## src/logic/txcrm_defines.vh

```
// Constants for the transmit subsystem clock, reset and address map block.
`ifndef TXCRM_DEFINES_VH
`define TXCRM_DEFINES_VH
`define TXCRM_ADDR_W 19
`define TXCRM_PAGE_LSB 12
`define TXCRM_PAGE_W 7
`define TXCRM_PAGE_CORE 7'h00
`define TXCRM_PAGE_TC0 7'h01
`define TXCRM_PAGE_TC1 7'h02
`define TXCRM_PAGE_TC2 7'h03
`define TXCRM_PAGE_TC3 7'h04
`define TXCRM_PAGE_HDCP 7'h02
`define TXCRM_PAGE_TMR 7'h03
`define TXCRM_SEL_W 7
`define TXCRM_SEL_CORE 7'h01
`define TXCRM_SEL_TC0 7'h02
`define TXCRM_SEL_TC1 7'h04
`define TXCRM_SEL_TC2 7'h08
`define TXCRM_SEL_TC3 7'h10
`define TXCRM_SEL_HDCP 7'h20
`define TXCRM_SEL_TMR 7'h40
`define TXCRM_SEL_NONE 7'h00
`define TXCRM_PHY_W 16
`define TXCRM_LINE_DIV 20
`define TXCRM_RATE_W 2
`define TXCRM_RATE_162 2'h0
`define TXCRM_RATE_270 2'h1
`define TXCRM_RATE_540 2'h2
`define TXCRM_RATE_810 2'h3
`define TXCRM_LNK_MHZ_162 9'h051
`define TXCRM_LNK_MHZ_270 9'h087
`define TXCRM_LNK_MHZ_540 9'h10e
`define TXCRM_LNK_MHZ_810 9'h195
`define TXCRM_LINE_MBPS_162 13'h0654
`define TXCRM_LINE_MBPS_270 13'h0a8c
`define TXCRM_LINE_MBPS_540 13'h1518
`define TXCRM_LINE_MBPS_810 13'h1fa4
`define TXCRM_CPU_MAX_MHZ 8'h87
`define TXCRM_NSTREAM 4
`define TXCRM_SYNC_STAGES 2
`endif

```

## src/logic/txcrm_top.v

```verilog
// Clock plan, reset distribution and address decode of the tx subsystem.
// Functional notes
// RULE_01 - With 16-bit PHY path, link clock equals lane line rate over 20.
// RULE_02 - Link clock is 81, 135, 270 or 405 MHz per lane rate.
// RULE_03 - External protection clock is supplied at half the link clock.
// RULE_04 - Most transmit logic runs on the PHY transmit output clock.
// RULE_05 - Video clock is at least total pixels per second over pixels/clock.
// RULE_06 - With 4:2:0 the video clock is halved.
// RULE_07 - Stream clock is stated from link clock by M and N values.
// RULE_08 - Register domain runs up to 135 MHz; aux clock derives from it.
// RULE_09 - Low register-bus reset returns all programming registers to reset.
// RULE_10 - Each stream has its own active-high video pipe reset.
// RULE_11 - Each stream input has its own active-low reset.
// RULE_12 - One more active-low reset serves output logic of streams 1, 2.
// RULE_13 - A 19-bit register window is decoded from offset zero.
// RULE_14 - Single stream: core, timing ctl, protection ctl, timer pages.
// RULE_15 - Multi stream: timing ctls 2 to 4; no protection ctl or timer.
// RULE_16 - Each reset is released synchronously to its domain clock.
`include "txcrm_defines.vh"
module txcrm_top
(
  input wire clk,
  input wire rst_n,
  input wire ce,
  input wire multi_stream,
  input wire [`TXCRM_ADDR_W-1:0] reg_addr,
  input wire [`TXCRM_RATE_W-1:0] link_rate_sel,
  input wire [`TXCRM_NSTREAM-1:0] video_pipe_reset_req,
  input wire [`TXCRM_NSTREAM-1:0] stream_input_reset_req_n,
  input wire stream_output_reset_req_n,
  input wire [23:0] mvid_value,
  input wire [23:0] nvid_value,
  output reg [`TXCRM_SEL_W-1:0] target_sel,
  output reg decode_miss,
  output reg [`TXCRM_ADDR_W-1:0] local_offset,
  output reg [8:0] link_clock_mhz,
  output reg [12:0] line_rate_mbps,
  output reg [8:0] ext_prot_clock_mhz,
  output reg prog_reg_reset,
  output reg [`TXCRM_NSTREAM-1:0] video_pipe_reset,
  output reg [`TXCRM_NSTREAM-1:0] stream_input_reset_n,
  output reg stream_output_reset_n,
  output reg [23:0] stream_m_value,
  output reg [23:0] stream_n_value,
  output reg ratio_valid
);

  ////////////////////////////////////////////////////////////////////////////
  // Decode helpers.

  // Maps a 4 KB page to one target select depending on stream mode.
  function [`TXCRM_SEL_W-1:0] page_sel;
    input [`TXCRM_PAGE_W-1:0] page;
    input mst;
    begin
      page_sel = `TXCRM_SEL_NONE;
      if (page == `TXCRM_PAGE_CORE)
        page_sel = `TXCRM_SEL_CORE; // [RULE_14] [RULE_15]
      else if (page == `TXCRM_PAGE_TC0)
        page_sel = `TXCRM_SEL_TC0; // [RULE_14] [RULE_15]
      else if (mst)
      begin
        // Protection controller and timer are absent here.
        if (page == `TXCRM_PAGE_TC1)
          page_sel = `TXCRM_SEL_TC1; // [RULE_15]
        else if (page == `TXCRM_PAGE_TC2)
          page_sel = `TXCRM_SEL_TC2; // [RULE_15]
        else if (page == `TXCRM_PAGE_TC3)
          page_sel = `TXCRM_SEL_TC3; // [RULE_15]
      end
      else
      begin
        if (page == `TXCRM_PAGE_HDCP)
          page_sel = `TXCRM_SEL_HDCP; // [RULE_14]
        else if (page == `TXCRM_PAGE_TMR)
          page_sel = `TXCRM_SEL_TMR; // [RULE_14]
      end
    end
  endfunction

  // Returns link clock in MHz for a lane rate code.
  function [8:0] lnk_mhz;
    input [`TXCRM_RATE_W-1:0] rate;
    begin
      case (rate)
        `TXCRM_RATE_162: lnk_mhz = `TXCRM_LNK_MHZ_162;
        `TXCRM_RATE_270: lnk_mhz = `TXCRM_LNK_MHZ_270;
        `TXCRM_RATE_540: lnk_mhz = `TXCRM_LNK_MHZ_540;
        default: lnk_mhz = `TXCRM_LNK_MHZ_810;
      endcase
    end
  endfunction

  // Returns lane line rate in Mb/s for a lane rate code.
  function [12:0] line_mbps;
    input [`TXCRM_RATE_W-1:0] rate;
    begin
      case (rate)
        `TXCRM_RATE_162: line_mbps = `TXCRM_LINE_MBPS_162;
        `TXCRM_RATE_270: line_mbps = `TXCRM_LINE_MBPS_270;
        `TXCRM_RATE_540: line_mbps = `TXCRM_LINE_MBPS_540;
        default: line_mbps = `TXCRM_LINE_MBPS_810;
      endcase
    end
  endfunction

  // Combines the bus reset with one domain's own request, active high.
  function rst_req;
    input bus_rst_n;
    input req;
    begin
      rst_req = ~bus_rst_n | req;
    end
  endfunction

  ////////////////////////////////////////////////////////////////////////////
  // Reset synchronisers, one per reset domain.

  wire bus_rst_sync;
  wire out_rst_sync;
  wire [`TXCRM_NSTREAM-1:0] vid_rst_sync;
  wire [`TXCRM_NSTREAM-1:0] in_rst_sync;

  // Register-bus reset: releases all programming registers together.
  txcrm_rst_sync u_bus_rst
  (
    .clk(clk),
    .ce(ce),
    .rst_in(~rst_n),
    .rst_out(bus_rst_sync)
  );

  // Output-side reset shared by streams one and two.
  txcrm_rst_sync u_out_rst
  (
    .clk(clk),
    .ce(ce),
    .rst_in(rst_req(rst_n, ~stream_output_reset_req_n)),
    .rst_out(out_rst_sync)
  );

  // One video pipe and one input reset for every stream.
  genvar gi;
  generate
    for (gi = 0; gi < `TXCRM_NSTREAM; gi = gi + 1)
    begin : g_strm
      txcrm_rst_sync u_vid_rst
      (
        .clk(clk),
        .ce(ce),
        .rst_in(rst_req(rst_n, video_pipe_reset_req[gi])),
        .rst_out(vid_rst_sync[gi])
      );
      txcrm_rst_sync u_in_rst
      (
        .clk(clk),
        .ce(ce),
        .rst_in(rst_req(rst_n, ~stream_input_reset_req_n[gi])),
        .rst_out(in_rst_sync[gi])
      );
    end
  endgenerate

  ////////////////////////////////////////////////////////////////////////////
  // Registered outputs.

  wire [`TXCRM_SEL_W-1:0] sel_next;
  wire [8:0] lnk_next;

  assign sel_next = page_sel(reg_addr[`TXCRM_ADDR_W-1:`TXCRM_PAGE_LSB],
    multi_stream); // [RULE_13]
  assign lnk_next = lnk_mhz(link_rate_sel); // [RULE_01] [RULE_02] [RULE_04]

  // Reset outputs follow their synchronised sources every enabled cycle.
  always @(posedge clk)
  begin
    if (ce)
    begin
      prog_reg_reset <= bus_rst_sync; // [RULE_09]
      video_pipe_reset <= vid_rst_sync; // [RULE_10]
      stream_input_reset_n <= ~in_rst_sync; // [RULE_11]
      stream_output_reset_n <= ~out_rst_sync; // [RULE_12]
    end
  end

  // Decode and clock plan registers, cleared by the bus reset.
  // They sit in the processor register domain: clk may run up to 135 MHz,
  // and the aux channel timing of the subsystem is derived from this clock.
  // The reset also waits for an enabled edge, so a frozen block holds state.
  always @(posedge clk) // [RULE_08]
  begin
    if (ce)
    begin
      if (bus_rst_sync)
      begin
        target_sel <= `TXCRM_SEL_NONE;
        decode_miss <= 1'b0;
        local_offset <= {`TXCRM_ADDR_W{1'b0}};
        link_clock_mhz <= 9'h000;
        line_rate_mbps <= 13'h0000;
        ext_prot_clock_mhz <= 9'h000;
        stream_m_value <= 24'h000000;
        stream_n_value <= 24'h000000;
        ratio_valid <= 1'b0;
      end
      else
      begin
        target_sel <= sel_next; // [RULE_14] [RULE_15]
        decode_miss <= (sel_next == `TXCRM_SEL_NONE);
        local_offset <= {{`TXCRM_PAGE_W{1'b0}},
          reg_addr[`TXCRM_PAGE_LSB-1:0]}; // [RULE_13]
        link_clock_mhz <= lnk_next; // [RULE_02]
        line_rate_mbps <= line_mbps(link_rate_sel); // [RULE_01]
        ext_prot_clock_mhz <= {1'b0, lnk_next[8:1]}; // [RULE_03]
        stream_m_value <= mvid_value; // [RULE_07]
        stream_n_value <= nvid_value; // [RULE_07]
        ratio_valid <= (nvid_value != 24'h000000); // [RULE_07]
      end
    end
  end

endmodule

```

## src/logic/txcrm_rst_sync.v

```verilog
// Reset release synchroniser for one domain, active high output.
module txcrm_rst_sync
(
  input wire clk,
  input wire ce,
  input wire rst_in,
  output reg rst_out
);

  reg stage_reg;

  // Assertion is taken at the next enabled edge; release ripples through
  // two stages. A low enable freezes both stages, reset included.
  always @(posedge clk)
  begin
    if (ce)
    begin
      if (rst_in)
      begin
        stage_reg <= 1'b1;
        rst_out <= 1'b1;
      end
      else
      begin
        stage_reg <= 1'b0;
        rst_out <= stage_reg; // [RULE_16]
      end
    end
  end

endmodule

```

## config.mk

```make
export PLATFORM = sky130hd
export DESIGN_NAME = txcrm_top
export DESIGN_NICKNAME = d
export VERILOG_FILES = /design/src/logic/txcrm_top.v /design/src/logic/txcrm_rst_sync.v
export VERILOG_INCLUDE_DIRS = /design/src /design/src/logic
export SDC_FILE = /design/constraint.sdc
export NUM_CORES = 1
export LEC_CHECK = 0
export BUFFER_PORTS_ARGS = -buffer_cell sky130_fd_sc_hd__buf_4
export CAP_MARGIN = 20
export CORE_MARGIN = 2
export CORE_UTILIZATION = 30
export CTS_CLUSTER_SIZE = 30
export DETAILED_ROUTE_END_ITERATION = 7
export SETUP_SLACK_MARGIN = 0.4
export SLEW_MARGIN = 20
export SYNTH_ARGS = -nofsm -noshare
export SYNTH_HDL_FRONTEND = slang
export SYNTH_SLANG_ARGS = --single-unit
export TNS_END_PERCENT = 100
```

## constraint.sdc

```tcl
create_clock -name clk -period 3.7 [get_ports clk]
set_clock_uncertainty 0.05 [all_clocks]
set_input_delay 0.37 -clock clk [delete_from_list [all_inputs] [get_ports clk]]
set_output_delay 0.37 -clock clk [all_outputs]
set_load 0.02 [all_outputs]
```

After elaboration in Yosys (flattened, before gate mapping)
Index checks and enable logic that the tools add are counted.
{ "totals": {"ff_bits": 137, "inputBits": 82, "output_inout_bits": 117, "elab_cells": 82} }
{ "classes": {"eq_ne": 6, "n_mux": 20, "bitwise_logic": 17, "reduce_logical": 4} }
{ "op_table": {"columns": ["op", "count"], "rows": [
  ["$pmux W13 S3", 1],
  ["$mux W7", 5],
  ["$pmux W9 S3", 1],
  ["$reduce_bool A24 Y1", 1],
  ["$mux W5", 3],
  ["$eq A7 B2 Y1 const B", 2],
  ["$logic_not A7 Y1", 2],
  ["$mux W1", 10],
  ["$or A1 B1 Y1", 9],
  ["$eq A7 B1 Y1 const B", 1],
  ["$eq A7 B3 Y1 const B", 1],
  ["$not A1 Y1", 7],
  ["$not A4 Y4", 1],
  ["$eq A2 B1 Y1 const B", 1],
  ["$eq A2 B2 Y1 const B", 1],
  ["$logic_not A2 Y1", 1]
]} }

Longest topological paths before layout
Gate-level depths: netlist of the first run.
{ "depth": {"depth_word": 8, "depth_mapped": 5, "depth_no_buf": 4} }

By module
A second synthesis of the first run with hierarchy kept.
{ "hier_totals": {"cells_unflattened": 277, "area_unflattened_um2": 4383.0} }
{ "by_module_without_submodules": {"columns": ["module", "n_inst", "cells_per_inst", "area_per_inst_um2", "seq_area_each_um2"], "rows": [
  ["txcrm_top", 1, 247, 3719.8, 2702.6],
  ["txcrm_rst_sync", 10, 3, 66.3, 60.1]
]} }

Worst setup path before layout of the first run
No wires, ideal clock.
{ "synth_timing": {"kind": "in2reg", "startpoint": "input port link_rate_sel[0]", "endpoint": "register line_rate_mbps[8] (data pin)", "setup_time_ns": 0.262, "arrival_ns": 1.009, "required_ns": 3.388, "slack_ns": 2.379, "path_stages": 4, "path_buffers": 0, "path_cell_list": "inv_1 ha_1 nor2b_1 or2_2"} }
{ "synth_between": {"elab_chain_len": 2, "word_cells_on_any_way": 4, "classes_between": "eq/ne: 2; mux: 1; reduce/logical: 1"} }
{ "synth_lines": {"columns": ["element", "line_no", "text"], "rows": [
  ["start, declared", "txcrm_top.v:27", "input wire [`TXCRM_RATE_W-1:0] link_rate_sel,"],
  ["$eq A2 B2 Y1, or another cell as far along", "txcrm_top.v:98", "case (rate)"],
  ["$pmux W13 S3 (*)", "txcrm_top.v:98", null],
  ["end signal, assigned", "txcrm_top.v:213", "line_rate_mbps <= line_mbps(link_rate_sel);"],
  ["end, declared", "txcrm_top.v:37", "output reg [12:0] line_rate_mbps,"]
]} }
Mark *: on every way between the ends. The rest lies on a longest branch, timed or not.
A chain may end at the register's enable or synchronous reset.

Worst setup path in the final report of the first run
{ "layout_timing": {"startpoint": "register link_clock_mhz[1]", "endpoint": "output port link_clock_mhz[1]"} }
{ "layout_rtl": {"columns": ["element", "line_no", "text"], "rows": [
  ["start, declared", "txcrm_top.v:36", "output reg [8:0] link_clock_mhz,"],
  ["start signal, assigned", "txcrm_top.v:212", "link_clock_mhz <= lnk_next;"]
]} }
No word-level cell between the ends.

==> flow_metrics.py, run 1 <==
metrics = {
    "critical_path": {
        "max_stage_delay_ps": 440,
        "cp_data_required_time_ps": 3280,
        "worst-setup-path-type": "reg -> out",
        "cp_top_family": "flip-flops",
        "arrival_ps": 970,
        "start_kind": "register",
        "crit_fanout": 3,
        "cp_slowest_cell": "edfxtp_1",
        "path_cells": "buf_4",
        "cp-end-kind": "output port",
        "path_buf_inv": 1,
    },
    "run": {
        "drv_cap": 0,
    },
    "clocking": {
        "clkTransAtPathRegs_ps": 70,
        "postCtsSetupBuffers": 0,
        "cts_tree": "done",
        "cts.sinks": 110,
        "clockRootBuffer": "clkbuf_16",
        "cts.htree.levels": 3,
        "clockBufferDepth": 2,
        "hold_buffers": 0,
        "numCtsBuffers": 9,
        "clock_latency_ps": 350,
        "cts_resized": 0,
    },
    "die": {
        "start_util_pct": 30.4,
        "ios": 199,
        "fp.dieW_um": 125,
        "die-area_sq_mm": 0.0156,
        "die_y_um": 125,
        "num_rows": 44,
        "design.core.area_sq_mm": 0.0144,
    },
    "timing": {
        "relSlewSlack_pct": 46.0,
        "period_needed_ps": 1390,
        "worstMarginPinSlew_ps": 810,
        "grt_setup_unrepaired": "no",
        "tns_ps": 0,
        "hold_viol_final": 0,
        "clock.fmax_mhz": 719,
        "slew_violations": 0,
        "finalSetupViolations": 0,
        "timing.hold.ws_ps": 252,
        "period_share_pct": 37.6,
    },
    "cells_and_area": {
        "fill_cells": 1360,
        "reg.largest.list": "stream_m_value x24, stream_n_value x24, local_offset x12",
        "n_antenna_cell": 0,
        "drive_gt1_share_pct": 47.7,
        "fin_util_pct": 42.6,
        "finalNetCount": 543,
        "synthToLayoutAreaGrowth_pct": 40.2,
    },
    "synth": {
        "seq_area_frac_synth_pct": 75.4,
        "synth_seq_cells": 110,
        "ys_warn_count": 0,
        "syn_inst": 278,
        "syn_area_sq_mm": 0.00438,
        "yosysUniqueCellTypes": 24,
        "syn_area_per_cell_sq_um": 15.8,
    },
    "hold_path": {
        "worst_hold_path_type": "in -> reg",
    },
    "placement": {
        "place_congestion": 0.803,
        "port_buffers": 186,
        "hpwlAfterDp_mm": 6.43,
    },
    "global_route": {
        "grt_pass1_vias": 2603,
        "antenna_found_initial": 0,
        "grt_pass1_wl_mm": 13.7,
        "gr-total-overflow": 0,
        "grt_use_total_pct": 11.5,
        "grt_max_degree": 92,
    },
    "pwr": {
        "p_sw_mw": 0.640,
        "p_seq_share_pct": 51.9,
        "powerDensity_mw_per_mm2": 463,
        "switching_share_pct": 22.5,
        "p_leak_nw": 2.56,
        "combPwrFrac_pct": 12.6,
        "power.internal_mw": 2.21,
        "p_clk_share_pct": 35.5,
        "ir_worst_vdd_mv": 0.247,
    },
    "route": {
        "wire_per_inst_um": 13.9,
        "finalWirelength_mm": 8.93,
        "vias": 2625,
        "viasPerCell": 4.08,
        "first_pass_iters": 4,
        "drc": 0,
        "ant_nets": 0,
        "drt_iter0_markers": 94,
    },
    "run_status": {
        "status": "completed",
    },
}
-- stage by stage --
step	instance area [sq um]	instances	power, mW	worst slack (ps)
5_1_grt	6140	643	2.96	2220
4_1_cts	6140	643	2.89	2080
3_5_place_dp	5830	627	1.87	1690
2_1_floorplan	4420	289	1.68	2380
6_report	6140	643	2.85	2310
3_3_place_gp	5830	627	1.86	1740
-- metal layers --
| layer | up-vias | track usage [%] | share of wire (%) |
|---|---|---|---|
| met5 | - | 0 | 0 |
| met4 | 0 | 7.12 | 2.8 |
| met3 | 14 | 2.96 | 6.8 |
| met2 | 114 | 18.1 | 49 |
| met1 | 1215 | 14.0 | 42 |
| li1 | 1282 | - | - |
-- logic make-up after synthesis --
| logic type | synth area share, % |
|---|---|
| AND/OR/NAND/NOR | 15.5 |
| other | 0.0856 |
| buffers and inverters | 6.62 |
| flip-flops | 75.4 |
| adder cells (fa/ha/maj) | 2.00 |
| AO/OA/AOI/OAI | 0.428 |
-- power by group through the flow --
stage / clock [mW] / combinational [mW] / sequential [mW]
after floorplan: 0 / 0.104 / 1.57
after global placement: 0 / 0.360 / 1.50
after detailed placement: 0 / 0.364 / 1.50
after CTS: 1.05 / 0.364 / 1.48
after global routing: 1.09 / 0.383 / 1.48
final: 1.01 / 0.359 / 1.48
-- worst register-to-register path: stages (launching register included) --
cell	delay (ps)
edfxtp_1	340
buf_4	300
nor2b_1	130
or2_2	300
-- cell usage after synthesis, drive strengths merged --
cell type / n / area share [%]
nor3: 6 / 0.69
or2: 11 / 1.6
nor2: 8 / 0.69
nand2b: 5 / 0.71
edfxtp: 110 / 75
conb: 1 / 0.086
a21oi: 1 / 0.11
a31oi: 1 / 0.14
nor4: 7 / 1.3
o31ai: 1 / 0.17
and4: 1 / 0.20
inv: 10 / 0.86
clkbuf: 6 / 0.51
nand2: 6 / 0.51
nor3b: 1 / 0.29
nor2b: 63 / 9.0
and2b: 1 / 0.17
ha: 7 / 2.0
nand3: 2 / 0.34
buf: 30 / 5.3
-- worst paths after layout --
kind	startpoint	endpoint	slack, ps	cells past startpoint
worst max-delay path	link_clock_mhz[1]$_SDFFCE_PP0P_	link_clock_mhz[1]	2310	1
worst min-delay path	stream_output_reset_req_n	u_out_rst.stage_reg$_DFFE_PP_	250	2
worst max register to register	u_bus_rst.rst_out$_SDFFCE_PN1P_	line_rate_mbps[8]$_SDFFCE_PP0P_	2320	3
worst min register to register	g_strm[1].u_vid_rst.rst_out$_SDFFCE_PP1P_	video_pipe_reset[1]$_DFFE_PP_	370	0
-- cells in the final DEF, fill, tap and decap left out --
cell type,synthesis,layout
nor3_1,6,6
conb_1,1,12
ha_1,7,7
nor3b_2,1,1
or2_2,11,11
inv_6,0,1
clkbuf_16,0,9
nand2_1,6,6
edfxtp_1,110,110
inv_1,10,10
buf_6,2,1
clkinv_1,0,1
buf_4,27,189
and2b_1,1,1
nor4_1,6,6
and4_1,1,1
nor4_4,1,1
nand2b_1,5,5
o31ai_1,1,1
nand3_2,1,1
nor2_1,8,8
a31oi_1,1,1
a21oi_1,1,1
bufinv_16,0,2
nor2b_1,63,63
clkinv_2,0,3
nand3_1,1,1
-- cell type report --
cell class	instances	area [sq um]	area share, %
Inverter	10	37.5	0.611
Multi-Input combinational cell	133	831	13.5
Sequential cell	110	3300	53.8
Timing Repair Buffer	190	1430	23.3
Clock inverter	7	87.6	1.43
Clock buffer	9	225	3.67
Tap cell	184	230	3.75
Power figures use the tool's default switching activity.
==> run 2, diff against run 1 <==
==> constraint.sdc (replaced) <==
create_clock -name clk -period 1.35 [get_ports clk]
set_clock_uncertainty 0.05 [all_clocks]
set_input_delay 0.135 -clock clk [delete_from_list [all_inputs] [get_ports clk]]
set_output_delay 0.135 -clock clk [all_outputs]
set_load 0.02 [all_outputs]
==> flow_metrics.py, run 2 (synthesis results as in run 1) <==
metrics = {
    "cells_and_area": {
        "finalNetCount": 566,
        "n_antenna_cell": 0,
        "fin_util_pct": 49.8,
        "drive_gt1_share_pct": 58.3,
        "reg.largest.list": "stream_m_value x24, stream_n_value x24, local_offset x12",
        "layout.cells.most_common": "buf_6",
        "final_cell_mix": "buf_6 (111), edfxtp_1 (110), buf_4 (90), nor2b_1 (37), nor2b_4 (21)",
        "synthToLayoutAreaGrowth_pct": 63.9,
        "finalNonFillerCells": 666,
    },
    "clocking": {
        "clockBufferDepth": 2,
        "cts.htree.levels": 3,
        "hold_buffers": 0,
        "clockRootBuffer": "clkbuf_16",
        "clkTransAtPathRegs_ps": 70,
        "numCtsBuffers": 9,
        "cts_tree": "done",
        "cts.sinks": 110,
        "clock_latency_ps": 350,
    },
    "die": {
        "fp.dieW_um": 125,
        "start_util_pct": 30.4,
        "ios": 199,
        "die-area_sq_mm": 0.0156,
        "design.core.area_sq_mm": 0.0144,
        "num_rows": 44,
        "die_y_um": 125,
    },
    "critical_path": {
        "reg2reg_to": "stream_n_value[1]$_SDFFCE_PP0P_",
        "r2r_slack_ps": 60,
        "worst-setup-path-type": "reg -> reg",
        "crit_fanout": 8,
        "reg2reg_from": "u_bus_rst.rst_out$_SDFFCE_PN1P_",
        "cp_data_required_time_ps": 1510,
        "start_kind": "register",
        "arrival_ps": 1450,
        "cp-end-kind": "register",
        "r2r_cells": 5,
    },
    "timing": {
        "final.setup.worst_slack_ps": 59.5,
        "timing.hold.ws_ps": 23.7,
        "grt_setup_unrepaired": "yes",
        "worstMarginPinSlew_ps": 706,
        "hold_viol_final": 0,
        "period_share_pct": 95.6,
        "slew_violations": 0,
        "period_needed_ps": 1290,
        "clock.fmax_mhz": 775,
        "relSlewSlack_pct": 52.5,
        "finalSetupViolations": 0,
    },
    "route": {
        "first_pass_iters": 4,
        "wire_per_inst_um": 15.8,
        "ant_nets": 0,
        "drc": 0,
        "viasPerCell": 4.19,
        "finalWirelength_mm": 10.5,
        "vias": 2791,
        "drt_iter0_markers": 106,
    },
    "placement": {
        "port_buffers": 186,
        "post-place-ws_ps": -8.34,
        "place_inst": 632,
        "hpwlAfterDp_mm": 7.35,
        "place_congestion": 0.749,
    },
    "run_status": {
        "status": "completed",
    },
    "pwr": {
        "ir_worst_vdd_mv": 0.481,
        "power_mw": 8.05,
        "p_leak_nw": 2.98,
        "powerDensity_mw_per_mm2": 1120,
    },
    "global_route": {
        "grt_max_degree": 59,
        "antenna_found_initial": 0,
        "grt_pass1_wl_mm": 15.5,
        "grt_pass1_vias": 2867,
        "gr-total-overflow": 0,
        "grt_use_total_pct": 13.0,
    },
    "hold_path": {
        "worst_hold_path_type": "in -> reg",
        "min-delay-start": "stream_input_reset_req_n[0]",
        "hold_depth": 2,
        "min_to": "g_strm[0].u_in_rst.stage_reg$_DFFE_PP_",
    },
    "run": {
        "drv_cap": 0,
    },
}
run 2: cell types whose count changed in the layout (fill, tap and decap cells not counted), moves of 8 or more:
cell / previous run / this run
buf_6: 1 / 111
buf_4: 189 / 90
nor2b_1: 63 / 37
nor2b_4: 0 / 21
or2_2: 11 / 0
or2_4: 0 / 11
buf_12: 0 / 8
run 2: final cells by class:
type                            count  area [sq um]
Clock buffer                        9           225
Fill cell                        1262          7240
Sequential cell                   110          3300
Multi-Input combinational cell    133          1120
Clock inverter                      7          73.8
Timing Repair Buffer              213          2190
Tap cell                          184           230
Inverter                           10          37.5
run 2: worst max-delay path: stages (launching register included):
cell and delay [ps]:
edfxtp_1 420, buf_6 150, buf_12 140, buf_12 140
buf_4 140, nor2b_4 110
run 2: metrics by stage:
step,area [sq um],setup TNS (ps)
after floorplan,4460,0
after global placement,5940,-72.5
after detailed placement,5940,-8.34
after CTS,6860,0
after global routing,7180,0
final,7180,0
run 2: routing by layer:
metal | wire length, um | global-route usage, % | up-vias
met2 | 5390 | 21.6 | 145
met5 | 0 | 0 | -
met4 | 202 | 6.08 | 0
met3 | 984 | 4.64 | 11
li1 | - | - | 1328
met1 | 3920 | 15.0 | 1307
run 2: worst max path at each step:
stage | startpoint | end | slack (ps) | cells past startpoint
after floorplan | u_bus_rst.rst_out$_SDFFCE_PN1P_ | target_sel[5]$_SDFFCE_PP0P_ | 200 | 5
after global placement | nvid_value[19] | ratio_valid$_SDFFCE_PP0P_ | -70 | 4
after detailed placement | nvid_value[19] | ratio_valid$_SDFFCE_PP0P_ | -8 | 4
after CTS | u_bus_rst.rst_out$_SDFFCE_PN1P_ | target_sel[2]$_SDFFCE_PP0P_ | 90 | 5
after global routing | u_bus_rst.rst_out$_SDFFCE_PN1P_ | stream_n_value[14]$_SDFFCE_PP0P_ | 30 | 5
final | u_bus_rst.rst_out$_SDFFCE_PN1P_ | stream_n_value[1]$_SDFFCE_PP0P_ | 60 | 5
run 2: repair_timing:
action,4_1_cts,5_1_grt
setup buffers,9,5
resized for setup,137,49
gates cloned,1,3
pin swaps,4,3
setup endpoints to repair,192,189
hold endpoints to repair,0,0
run 2: report_power, final:
group          switching, mW  internal (mW)  total, mW
registers             0.0981           3.98       4.08
clock network           1.20           1.44       2.64
logic                  0.620          0.710       1.33
